**config.mk**
```make
export PLATFORM = sky130hd
export DESIGN_NAME = dso_top
export DESIGN_NICKNAME = d
export VERILOG_FILES = /design/src/verilog/dso_pkg.sv /design/src/verilog/dso_top.sv
export SDC_FILE = /design/constraint.sdc
export NUM_CORES = 1
export LEC_CHECK = 0
export BUFFER_PORTS_ARGS = -buffer_cell sky130_fd_sc_hd__buf_2
export CORE_MARGIN = 2
export CORE_UTILIZATION = 54
export DETAILED_ROUTE_END_ITERATION = 10
export PLACE_DENSITY = 0.83
export SYNTH_ARGS = -nofsm -noshare
export SYNTH_HDL_FRONTEND = slang
export SYNTH_SLANG_ARGS = --single-unit
```
**constraint.sdc**
```tcl
create_clock -name clock_i -period 3.37 [get_ports clock_i]
set_clock_uncertainty 0.05 [all_clocks]
set_input_delay 0.337 -clock clock_i [delete_from_list [all_inputs] [get_ports clock_i]]
set_output_delay 0.337 -clock clock_i [all_outputs]
set_load 0.005 [all_outputs]
```
**src/verilog/dso_pkg.sv**
```systemverilog
// Package for the drive status output logic: offsets, codes and timing
package dso_pkg;

  // Register byte offsets on APB
  localparam logic [7:0] DSO_OFF_CTRL = 8'h00;
  localparam logic [7:0] DSO_OFF_STATUS = 8'h04;
  localparam logic [7:0] DSO_OFF_TSEL0 = 8'h08;
  localparam int DSO_NUM_TERM = 7;

  // Control register fields
  localparam int DSO_CTRL_ALMSEL_BIT = 0;
  localparam int DSO_CTRL_LARGE_BIT = 1;
  localparam int DSO_CTRL_ACCZERO_BIT = 2;
  localparam logic [31:0] DSO_CTRL_RST = 32'h0000_0000;

  // Function codes, positive logic; negative adds the inversion offset
  localparam logic [7:0] DSO_CODE_RUN = 8'h00;
  localparam logic [7:0] DSO_CODE_SU = 8'h01;
  localparam logic [7:0] DSO_CODE_IPF = 8'h02;
  localparam logic [7:0] DSO_CODE_OL = 8'h03;
  localparam logic [7:0] DSO_CODE_FU = 8'h04;
  localparam logic [7:0] DSO_CODE_FU2 = 8'h05;
  localparam logic [7:0] DSO_CODE_FU3 = 8'h06;
  localparam logic [7:0] DSO_CODE_RDY = 8'h0b;
  localparam logic [7:0] DSO_CODE_RDY2 = 8'h21;
  localparam logic [7:0] DSO_CODE_MOTION_ACTIVE_ALT_FLAG = 8'h2c;
  localparam logic [7:0] DSO_CODE_START_COMMAND_FLAG = 8'h2d;
  localparam logic [7:0] DSO_CODE_FAULT_HOLD_ALARM = 8'h5e;
  localparam logic [7:0] DSO_CODE_ALM = 8'h63;
  localparam logic [7:0] DSO_CODE_INV = 8'h64;
  localparam logic [7:0] DSO_CODE_MAX = 8'hc7;

  // Reset values of terminal selections: terminal 0 is the running terminal
  localparam logic [7:0] DSO_TSEL_RST0 = DSO_CODE_RUN;
  localparam logic [7:0] DSO_TSEL_RSTN = DSO_CODE_ALM;

  // Pre-excitation ready delay
  localparam int DSO_CLK_MHZ = 100;
  localparam int DSO_DLY_MS = 100;
  localparam int DSO_DLY_LARGE_MS = 500;
  localparam int DSO_DLY_CYC = DSO_DLY_MS * 1000 * DSO_CLK_MHZ;
  localparam int DSO_DLY_LARGE_CYC = DSO_DLY_LARGE_MS * 1000 * DSO_CLK_MHZ;

  // Control modes
  typedef enum logic [3:0] {
    DSO_MODE_VF = 4'h1,
    DSO_MODE_SLV = 4'h2,
    DSO_MODE_ENC = 4'h4,
    DSO_MODE_POS = 4'h8
  } dso_mode_t;

  // Drive operating state inputs
  typedef struct packed {
    logic start_cmd;          // Start command on
    logic running;            // Output active
    logic at_start_freq;      // Output freq at or above starting_frequency_setting
    logic freq_cmd_zero;      // Frequency command is 0 Hz
    logic dc_brake;           // DC injection braking
    logic tuning;             // Start-time tuning
    logic alarm;              // Protective function active
    logic output_inhibit_input; // Output shut off
    logic power_fail;         // Power failure or undervoltage
    logic coasting;           // Coasting after power failure
    logic restarting;         // Automatic restart
    logic preexcite_request;  // Pre-excitation input
    logic supply_off;         // Supply removed during power reset
  } dso_state_t;

  // Detector comparisons supplied by the speed logic
  typedef struct packed {
    logic su_out;    // Speed reached by output frequency
    logic su_act;    // Speed reached by measured speed
    logic fu1_out;   // First detect, output frequency
    logic fu1_act;   // First detect, measured speed
    logic fu2;       // Second detect
    logic fu3;       // Third detect
    logic freq_varying; // Frequency setting changing
  } dso_det_t;

endpackage : dso_pkg

```
**src/verilog/dso_top.sv**
```systemverilog
// Drive status output logic with APB-mapped terminal selections
//
// Contract
// Codes 0-99 conduct, 100-199 invert
// One function may drive several terminals
// Undefined code leaves terminal without function
// Alarm select one routes alarm to four terminals
// Running terminal and alarm relay unaffected
// Fault-hold alarm drops when supply removed
// Encoder mode: first detectors use measured speed
// Ready off in alarm, inhibit, power failure
// Open loop: motion outputs at starting frequency
// Open loop: start output follows start command
// Start output on in DC brake, off stopped
// Sensorless primary motion off in brake/tuning/preexcite
// Sensorless secondary motion off on alarm/inhibit
// Zero-speed preexcite keeps secondary; request drops it
// Preexcite ready on during preexcite, off inhibited
// Request-driven preexcite ready delayed 100/500 ms
// Preexcite when start on and command zero
// Position control: secondary on while request held
// Function codes 11,33,0,44,45 plus inverted
// Running terminal defaults to primary motion
// Speed reached steady only with zero ramp
// Level is function XOR inversion, every cycle
//
// Decided for this implementation: register access over APB and the address map.
`timescale 1ns/100ps
`default_nettype none

// Status levels, terminal mapping and a small register map.
// Inputs are taken as synchronous to clock_i.
// Ready delays are counted in clock cycles, so they
// follow the clock rate set through the parameters.
// All outputs are registered: one cycle behind inputs.

module dso_top
  import dso_pkg::*;
#(
  parameter int DLY_CYC = DSO_DLY_CYC,             // Normal ready delay in cycles
  parameter int DLY_LARGE_CYC = DSO_DLY_LARGE_CYC  // Large-model ready delay
) (
  input wire logic clock_i,            // 100 MHz clock
  input wire logic rst_n_i,            // Async reset, active low
  input wire logic psel_i,             // APB select
  input wire logic penable_i,          // APB enable
  input wire logic pwrite_i,           // APB write
  input wire logic [7:0] paddr_i,      // APB byte address
  input wire logic [31:0] pwdata_i,    // APB write data
  output logic [31:0] prdata_o,        // APB read data
  output logic pready_o,               // APB ready
  output logic pslverr_o,              // APB error
  input wire dso_mode_t mode_i,        // Control mode
  input wire dso_state_t state_i,      // Drive operating state
  input wire dso_det_t det_i,          // Detector comparisons
  input wire logic [3:0] alarm_code_i, // Alarm code bits
  output logic [DSO_NUM_TERM-1:0] term_o, // Terminal conduct levels
  output logic drive_ready_o,          // Ready status
  output logic preexcite_ready_o,      // Pre-excitation ready status
  output logic motion_active_o,        // Primary motion status
  output logic motion_active_alt_flag_o, // Secondary motion status
  output logic start_command_flag_o    // Start command status
);

  ////////////////////////////////////////////////////////////////////////////
  // Registers
  // Selections are flip-flops indexed by terminal.
  // The counter covers the long delay at full clock.

  logic [31:0] ctrl;                        // Control bits
  logic [7:0] tsel [DSO_NUM_TERM];          // terminal_function_select
  logic access;                             // APB access phase
  logic [2:0] tidx;                         // Selected terminal index
  logic tsel_hit;                           // Address falls on a selection
  logic alarm_code_output_select;           // Alarm routing select
  logic large_model;                        // Larger capacity delay
  logic [31:0] dly_cnt;                     // Pre-excite ready delay counter
  logic fault_hold_alarm;                   // Alarm held through reset
  logic speed_reached;                      // Chosen speed-reached source
  logic freq_detect_first;                  // Chosen first detect source
  logic freq_detect_second;                 // Second detect
  logic freq_detect_third;                  // Third detect
  logic power_loss_flag;                    // Power loss indication
  logic overload_flag;                      // Overload indication
  logic next_ready, next_pre_rdy, next_run, next_motion_active_alt_flag, next_start_command_flag;
  logic preexcite;                          // Pre-excitation in progress
  logic [DSO_NUM_TERM-1:0] alarm_route;     // Alarm code per terminal

  // Address decode for both paths.
  // The range test uses the full word index;
  // a cut index would fold high addresses
  // back onto the selection table.
  // Sub-word addresses are refused.
  assign access = psel_i && penable_i;
  assign tidx = 3'(paddr_i[7:2] - 6'd2);
  assign tsel_hit = (paddr_i[1:0] == 2'b00) && (paddr_i >= DSO_OFF_TSEL0)
                    && ((paddr_i[7:2] - DSO_OFF_TSEL0[7:2]) < 6'(DSO_NUM_TERM));
  // Code bits land on terminals 1 to 4 only
  assign alarm_route = {2'b00, alarm_code_i, 1'b0};
  assign alarm_code_output_select = ctrl[DSO_CTRL_ALMSEL_BIT];
  assign large_model = ctrl[DSO_CTRL_LARGE_BIT];

  ////////////////////////////////////////////////////////////////////////////
  // APB slave: zero wait states, error on unmapped address
  // Setup is decoded and the answer is
  // registered, so it stands exactly in
  // the single access cycle.
  // Writes land at the end of access only.

  // Write path for control and selections
  // Control is stored whole; low bits used.
  // Reset puts primary motion on terminal 0.
  always_ff @(posedge clock_i or negedge rst_n_i) begin
    if (!rst_n_i) begin
      ctrl <= DSO_CTRL_RST;
      tsel[0] <= DSO_TSEL_RST0;
      for (int i = 1; i < DSO_NUM_TERM; i++) begin
        tsel[i] <= DSO_TSEL_RSTN;
      end
    end else if (access && pwrite_i) begin
      if (paddr_i == DSO_OFF_CTRL) begin
        ctrl <= pwdata_i;
      end else if (tsel_hit) begin
        tsel[tidx] <= pwdata_i[7:0];
      end
    end
  end

  // Read path and answer; status register shows live outputs
  // Data clear outside access cycles, never stale.
  // Status is a setup-cycle snapshot.
  always_ff @(posedge clock_i or negedge rst_n_i) begin
    if (!rst_n_i) begin
      prdata_o <= 32'h0000_0000;
      pready_o <= 1'b0;
      pslverr_o <= 1'b0;
    end else begin
      pready_o <= psel_i && !penable_i;
      pslverr_o <= 1'b0;
      prdata_o <= 32'h0000_0000;
      if (psel_i && !penable_i) begin
        if (paddr_i == DSO_OFF_CTRL) begin
          prdata_o <= {29'h0, ctrl[2:0]};
        end else if (paddr_i == DSO_OFF_STATUS) begin
          // Bit 12 spare keeps the hold flag at bit 13
          prdata_o <= {18'h0, fault_hold_alarm, 1'b0, term_o, drive_ready_o, preexcite_ready_o,
                       motion_active_o, motion_active_alt_flag_o, start_command_flag_o};
        end else if (tsel_hit) begin
          prdata_o <= {24'h0, tsel[tidx]};
        end else begin
          pslverr_o <= 1'b1;
        end
      end
    end
  end

  ////////////////////////////////////////////////////////////////////////////
  // Detector source selection

  // Encoder feedback uses measured speed for the first two only
  // Position control shares that source.
  // Second and third follow output frequency.
  // Overload has no source yet; it reads low.
  always_comb begin
    if (mode_i == DSO_MODE_ENC || mode_i == DSO_MODE_POS) begin
      speed_reached = det_i.su_act;
      freq_detect_first = det_i.fu1_act;
    end else begin
      speed_reached = det_i.su_out;
      freq_detect_first = det_i.fu1_out;
    end
    // Ramp of zero hides any chatter from a moving setting
    // With a nonzero ramp the raw result passes.
    if (ctrl[DSO_CTRL_ACCZERO_BIT] && det_i.freq_varying) begin
      speed_reached = 1'b1;
    end
    freq_detect_second = det_i.fu2;
    freq_detect_third = det_i.fu3;
    power_loss_flag = state_i.power_fail;
    overload_flag = 1'b0;
  end

  ////////////////////////////////////////////////////////////////////////////
  // Status functions
  //
  // Levels are computed here and registered
  // once, so a status output and a terminal
  // with the same function move together.
  // A stop or inhibit ends pre-excitation.

  assign preexcite = state_i.start_cmd && state_i.freq_cmd_zero && !state_i.alarm
                     && !state_i.output_inhibit_input;

  // Derive status levels from operating state and mode
  // Open-loop rules first; vector modes refine.
  // Restart overrides all but the pre-ready rule.
  always_comb begin
    // Power failure or undervoltage drops ready at once
    next_ready = !(state_i.alarm || state_i.output_inhibit_input || state_i.power_fail);
    next_run = state_i.at_start_freq && state_i.running && !state_i.dc_brake;
    next_start_command_flag = state_i.start_cmd;
    next_motion_active_alt_flag = next_run;
    next_pre_rdy = 1'b0;
    // Vector modes also wait out tuning
    if (mode_i != DSO_MODE_VF) begin
      next_run = next_run && !state_i.tuning && !preexcite;
      next_motion_active_alt_flag = state_i.start_cmd && !state_i.alarm && !state_i.output_inhibit_input
                  && !state_i.dc_brake && !state_i.coasting;
      // A request drops it; servo-on keeps it
      if (state_i.preexcite_request) begin
        next_motion_active_alt_flag = (mode_i == DSO_MODE_POS);
      end
      // DC braking counts as pre-excitation
      next_pre_rdy = (preexcite || state_i.dc_brake || state_i.preexcite_request)
                     && !state_i.output_inhibit_input && !state_i.alarm;
      // A requested one waits for the delay
      if (state_i.preexcite_request && (dly_cnt != 32'd0)) begin
        next_pre_rdy = 1'b0;
      end
    end
    // Restart rides through with all but pre-excitation ready on
    if (state_i.restarting) begin
      next_ready = 1'b1;
      next_run = 1'b1;
      next_motion_active_alt_flag = 1'b1;
      next_start_command_flag = 1'b1;
    end
  end

  // Delay counter reloads while the request is off
  // Counting starts on the first held cycle.
  // The size bit is read at reload only.
  // A held request stops at zero, no wrap.
  always_ff @(posedge clock_i or negedge rst_n_i) begin
    if (!rst_n_i) begin
      dly_cnt <= 32'd1;
    end else if (!state_i.preexcite_request) begin
      dly_cnt <= large_model ? 32'(DLY_LARGE_CYC) : 32'(DLY_CYC);
    end else if (dly_cnt != 32'd0) begin
      dly_cnt <= dly_cnt - 32'd1;
    end
  end

  // Alarm held until supply removed
  // Supply removal beats a live alarm, so
  // the flag falls as the supply goes.
  // Any later alarm sets it again.
  always_ff @(posedge clock_i or negedge rst_n_i) begin
    if (!rst_n_i) begin
      fault_hold_alarm <= 1'b0;
    end else if (state_i.supply_off) begin
      fault_hold_alarm <= 1'b0;
    end else if (state_i.alarm) begin
      fault_hold_alarm <= 1'b1;
    end
  end

  // Status outputs registered
  // Each output comes from a flip-flop.
  // Reset holds all low: nothing is ready.
  // One cycle of delay buys clean pins.
  always_ff @(posedge clock_i or negedge rst_n_i) begin
    if (!rst_n_i) begin
      drive_ready_o <= 1'b0;
      preexcite_ready_o <= 1'b0;
      motion_active_o <= 1'b0;
      motion_active_alt_flag_o <= 1'b0;
      start_command_flag_o <= 1'b0;
    end else begin
      drive_ready_o <= next_ready;
      preexcite_ready_o <= next_pre_rdy;
      motion_active_o <= next_run;
      motion_active_alt_flag_o <= next_motion_active_alt_flag;
      start_command_flag_o <= next_start_command_flag;
    end
  end

  ////////////////////////////////////////////////////////////////////////////
  // Terminal drivers
  // Terminal 0 runs, terminal 6 is the relay.
  // Terminals 1 to 4 may carry the alarm code.

  // Look up a function level by its positive code
  // Returns {valid, level}; an unknown code
  // is invalid and keeps the terminal off.
  // Unregistered levels keep a terminal in
  // step with its status output.
  function automatic logic [1:0] fn_level(input logic [7:0] code);
    logic [1:0] r; // {valid, level}
    r = 2'b10;
    unique case (code)
      DSO_CODE_RUN: r[0] = next_run;
      DSO_CODE_SU: r[0] = speed_reached;
      DSO_CODE_IPF: r[0] = power_loss_flag;
      DSO_CODE_OL: r[0] = overload_flag;
      DSO_CODE_FU: r[0] = freq_detect_first;
      DSO_CODE_FU2: r[0] = freq_detect_second;
      DSO_CODE_FU3: r[0] = freq_detect_third;
      DSO_CODE_RDY: r[0] = next_ready;
      DSO_CODE_RDY2: r[0] = next_pre_rdy;
      DSO_CODE_MOTION_ACTIVE_ALT_FLAG: r[0] = next_motion_active_alt_flag;
      DSO_CODE_START_COMMAND_FLAG: r[0] = next_start_command_flag;
      DSO_CODE_FAULT_HOLD_ALARM: r[0] = fault_hold_alarm;
      DSO_CODE_ALM: r[0] = state_i.alarm;
      default: r = 2'b00;
    endcase
    return r;
  endfunction : fn_level

  // Each terminal decodes its own selection independently
  // No terminal looks at another, so one
  // function may feed several at once.
  // The override comes after inversion.
  generate
    for (genvar t = 0; t < DSO_NUM_TERM; t++) begin : g_term
      logic inv;
      logic [7:0] base;
      logic [1:0] lv;
      logic next_term;
      assign inv = (tsel[t] >= DSO_CODE_INV) && (tsel[t] <= DSO_CODE_MAX);
      assign base = inv ? 8'(tsel[t] - DSO_CODE_INV) : tsel[t];
      // Looked up inside the process so a level
      // change wakes it while the code stands
      always_comb begin
        lv = (tsel[t] <= DSO_CODE_MAX) ? fn_level(base) : 2'b00;
        next_term = lv[1] & (lv[0] ^ inv);
        // Terminals 1-4 carry alarm code; 0 and the relay keep theirs
        if (alarm_code_output_select && state_i.alarm && t >= 1 && t <= 4) begin
          next_term = alarm_route[t];
        end
      end
      always_ff @(posedge clock_i or negedge rst_n_i) begin
        if (!rst_n_i) begin
          term_o[t] <= 1'b0;
        end else begin
          term_o[t] <= next_term;
        end
      end
    end
  endgenerate

endmodule : dso_top

`default_nettype wire

```
==> flow_summary.json <==
{
  "status": "completed",
  "rsz0062_at_grt": "true",
  "cts_buffers": 17,
  "clk_pin_slew_ns": 0.06,
  "grt_max_degree": 61,
  "routed_via_density": 6.64,
  "ys.flop_type": "dfrtp_1",
  "cts_tree": "done",
  "grt_pass1_wl_um": 47600,
  "drtIter0Drc": 1285,
  "ant_nets": 0,
  "slew_headroom": 0.413,
  "cts.sinks": 119,
  "period_needed_ns": 3.28,
  "slew_violations": 0,
  "first_global_vias": 8911,
  "synth-edff-count": 0,
  "hold_path.class": "in2reg",
  "initial_core_util": 0.552,
  "yosys.cell_types.count": 90,
  "final_area_mm2": 0.0112,
  "pre_cts_slack_ns": 0.137,
  "synth.area.top_cells": "dfrtp_1 (24%), mux2_2 (7.9%), dfstp_2 (6.6%), nand2_1 (4.7%), nor2_1 (3.4%)",
  "worstMarginPinSlew_ns": 0.872,
  "multi_input_area_mm2": 0.00643,
  "cts-root-buf": "clkbuf_16",
  "drive_gt1_frac": 0.224,
  "end_kind": "flip-flop",
  "clock_path_buffers": 2,
  "die_height_um": 140,
  "fin_crit_sh": 0.973,
  "avgSynthCellArea_um2": 8.37,
  "dpl-instance-area_mm2": 0.0106,
  "place_congestion": 0.999,
  "startpoint_type": "flip-flop",
  "vias": 9959,
  "fin_nets": 1350,
  "ys_ff_latch": 119,
  "synth_common_cells": "nand2_1 (124), dfrtp_1 (94), nor2_1 (91), mux2_2 (70), a21oi_1 (67)",
  "power_density_mw_per_mm2": 353,
  "antenna_found_initial": 0,
  "crit_required_ns": 3.63,
  "portBuffers": 75,
  "finalSetupViolCount": 0,
  "yosysWarnings": 0,
  "nFillCells": 1495,
  "dp.final_hpwl_um": 21600,
  "ys_async_sr_fraction": 1.00,
  "clk_latency_ns": 0.44,
  "grt_overflow": 0,
  "ioPinCount": 119,
  "critPathKind": "reg2reg",
  "ir_drop_mv": 0.537,
  "ys_seq_area_frac": 0.302,
  "core_mm2": 0.0180,
  "netlist_area_mm2": 0.00996,
  "firstDrtPassIters": 8,
  "crit_arrival_ns": 3.54,
  "netlist.top_cell.by_area": "dfrtp_1",
  "syn_inst": 1190,
  "wl_um": 30000,
  "groute.usage.overall": 0.304,
  "post_drt_wl_per_cell_um": 20.0,
  "cellLeakagePower_nw": 4.66,
  "max_freq_mhz": 305,
  "fin_ws_ns": 0.0896,
  "design.die.area_mm2": 0.0195,
  "finalPower_w": 0.00397,
  "hold_viol_final": 0,
  "yosysMostFrequentCell": "nand2_1",
  "drc": 0,
  "area_delta_synth_final_pct": 12.9,
  "post_cts_buffers": 0,
  "crit_fanout": 6,
  "die_w_um": 140,
  "rows": 49,
  "h-tree-depth": 4,
  "ff_latch_area_mm2": 0.00301,
  "synth_top_area_share": 0.236,
  "max_cap_violations": 0
}
-- placed cells by master, fill, tap and decap left out, drive strengths merged, types with 24 or more instances in the layout --
cell / instances
a21oi: 67
buf: 122
dfrtp: 94
dfstp: 25
inv: 50
mux2: 70
mux2i: 24
nand2: 124
nand3: 29
nor2: 91
nor3: 42
o21ai: 59
xnor2: 32
-- cell type report --
class / count / area share
sequential: 119 / 0.268
timing repair buffer: 123 / 0.0670
tap: 229 / 0.0255
antenna: 1 / 0.000223
clock inverter: 14 / 0.0141
inverter: 43 / 0.0144
clock buffer: 18 / 0.0391
multi-input combinational: 953 / 0.572
-- metrics by stage --
stage	setup TNS, ns	utilization	std cells	hold WS (ns)
after floorplan	0	-	1208	-0.00859
after global placement	0	0.589	1466	0.418
after detailed placement	0	0.589	1466	0.418
after CTS	0	0.623	1499	0.0183
after global routing	-0.0662	0.624	1499	0.0246
final	0	0.624	1500	0.0239
-- layer usage --
layer | up-vias | GRT usage | wire length (um)
li1 | 4553 | - | -
met1 | 4667 | 0.417 | 12100
met2 | 626 | 0.464 | 13200
met3 | 113 | 0.0681 | 3300
met4 | 0 | 0.126 | 1400
met5 | - | 0 | 0
-- worst paths after layout --
kind                            depth (start not counted)                  from                           end  slack (ns)
worst min-delay path                                    2            state_i[0]  fault_hold_alarm$_DFFE_PN0P_        0.02
worst max register to register                         12  tsel[51]$_DFFE_PN0P_           term_o[0]$_DFF_PN0_        0.09
max in group asynchronous                               3               rst_n_i        dly_cnt[0]$_DFFE_PN1P_        1.94
worst max-delay path                                   12  tsel[51]$_DFFE_PN0P_           term_o[0]$_DFF_PN0_        0.09
min in group asynchronous                               2               rst_n_i          tsel[27]$_DFFE_PN0P_        0.48
worst min register to register                          1   term_o[6]$_DFF_PN0_        prdata_o[11]$_DFF_PN0_        0.43
-- flip-flops by register name (all words and copies together) (netlist names), 3 cells and up --
register and cells:
tsel 56, dly_cnt 32, prdata_o 13, term_o 7, ctrl 3
-- worst max-delay path, stage by stage, from the launching register on --
cell,delay (ns)
dfrtp_1,0.38
inv_1,0.15
ha_1,0.19
or3b_2,0.47
a21oi_1,0.30
o22a_1,0.23
buf_4,0.16
o21ai_0,0.08
a22oi_1,0.33
nor4_1,0.11
a2111oi_1,0.48
xnor2_1,0.17
nor2_1,0.06
-- report_power, final --
group	leakage, nW	switching (W)	internal [W]	total, W
combinational	2.88	0.000327	0.000216	0.000543
clock	0.290	0.000738	0.00112	0.00186
sequential	1.49	0.0000797	0.00149	0.00157
-- what timing repair did --
action,in CTS,in global routing
endpoints found under the hold margin,50,0
gates resized for setup,0,3
hold buffers,1,0
endpoints found under the setup margin,0,2
-- kinds of logic after synthesis --
logic type | synth area share
AOI/OAI and AO/OA | 0.215
buffers and inverters | 0.0594
DFF | 0.302
muxes | 0.121
other | 0.000377
adders and majority gates | 0.0251
xor gates and xnor gates | 0.0378
and+or+nand+nor | 0.239
Note: power is estimated with default switching activity, not from simulation.
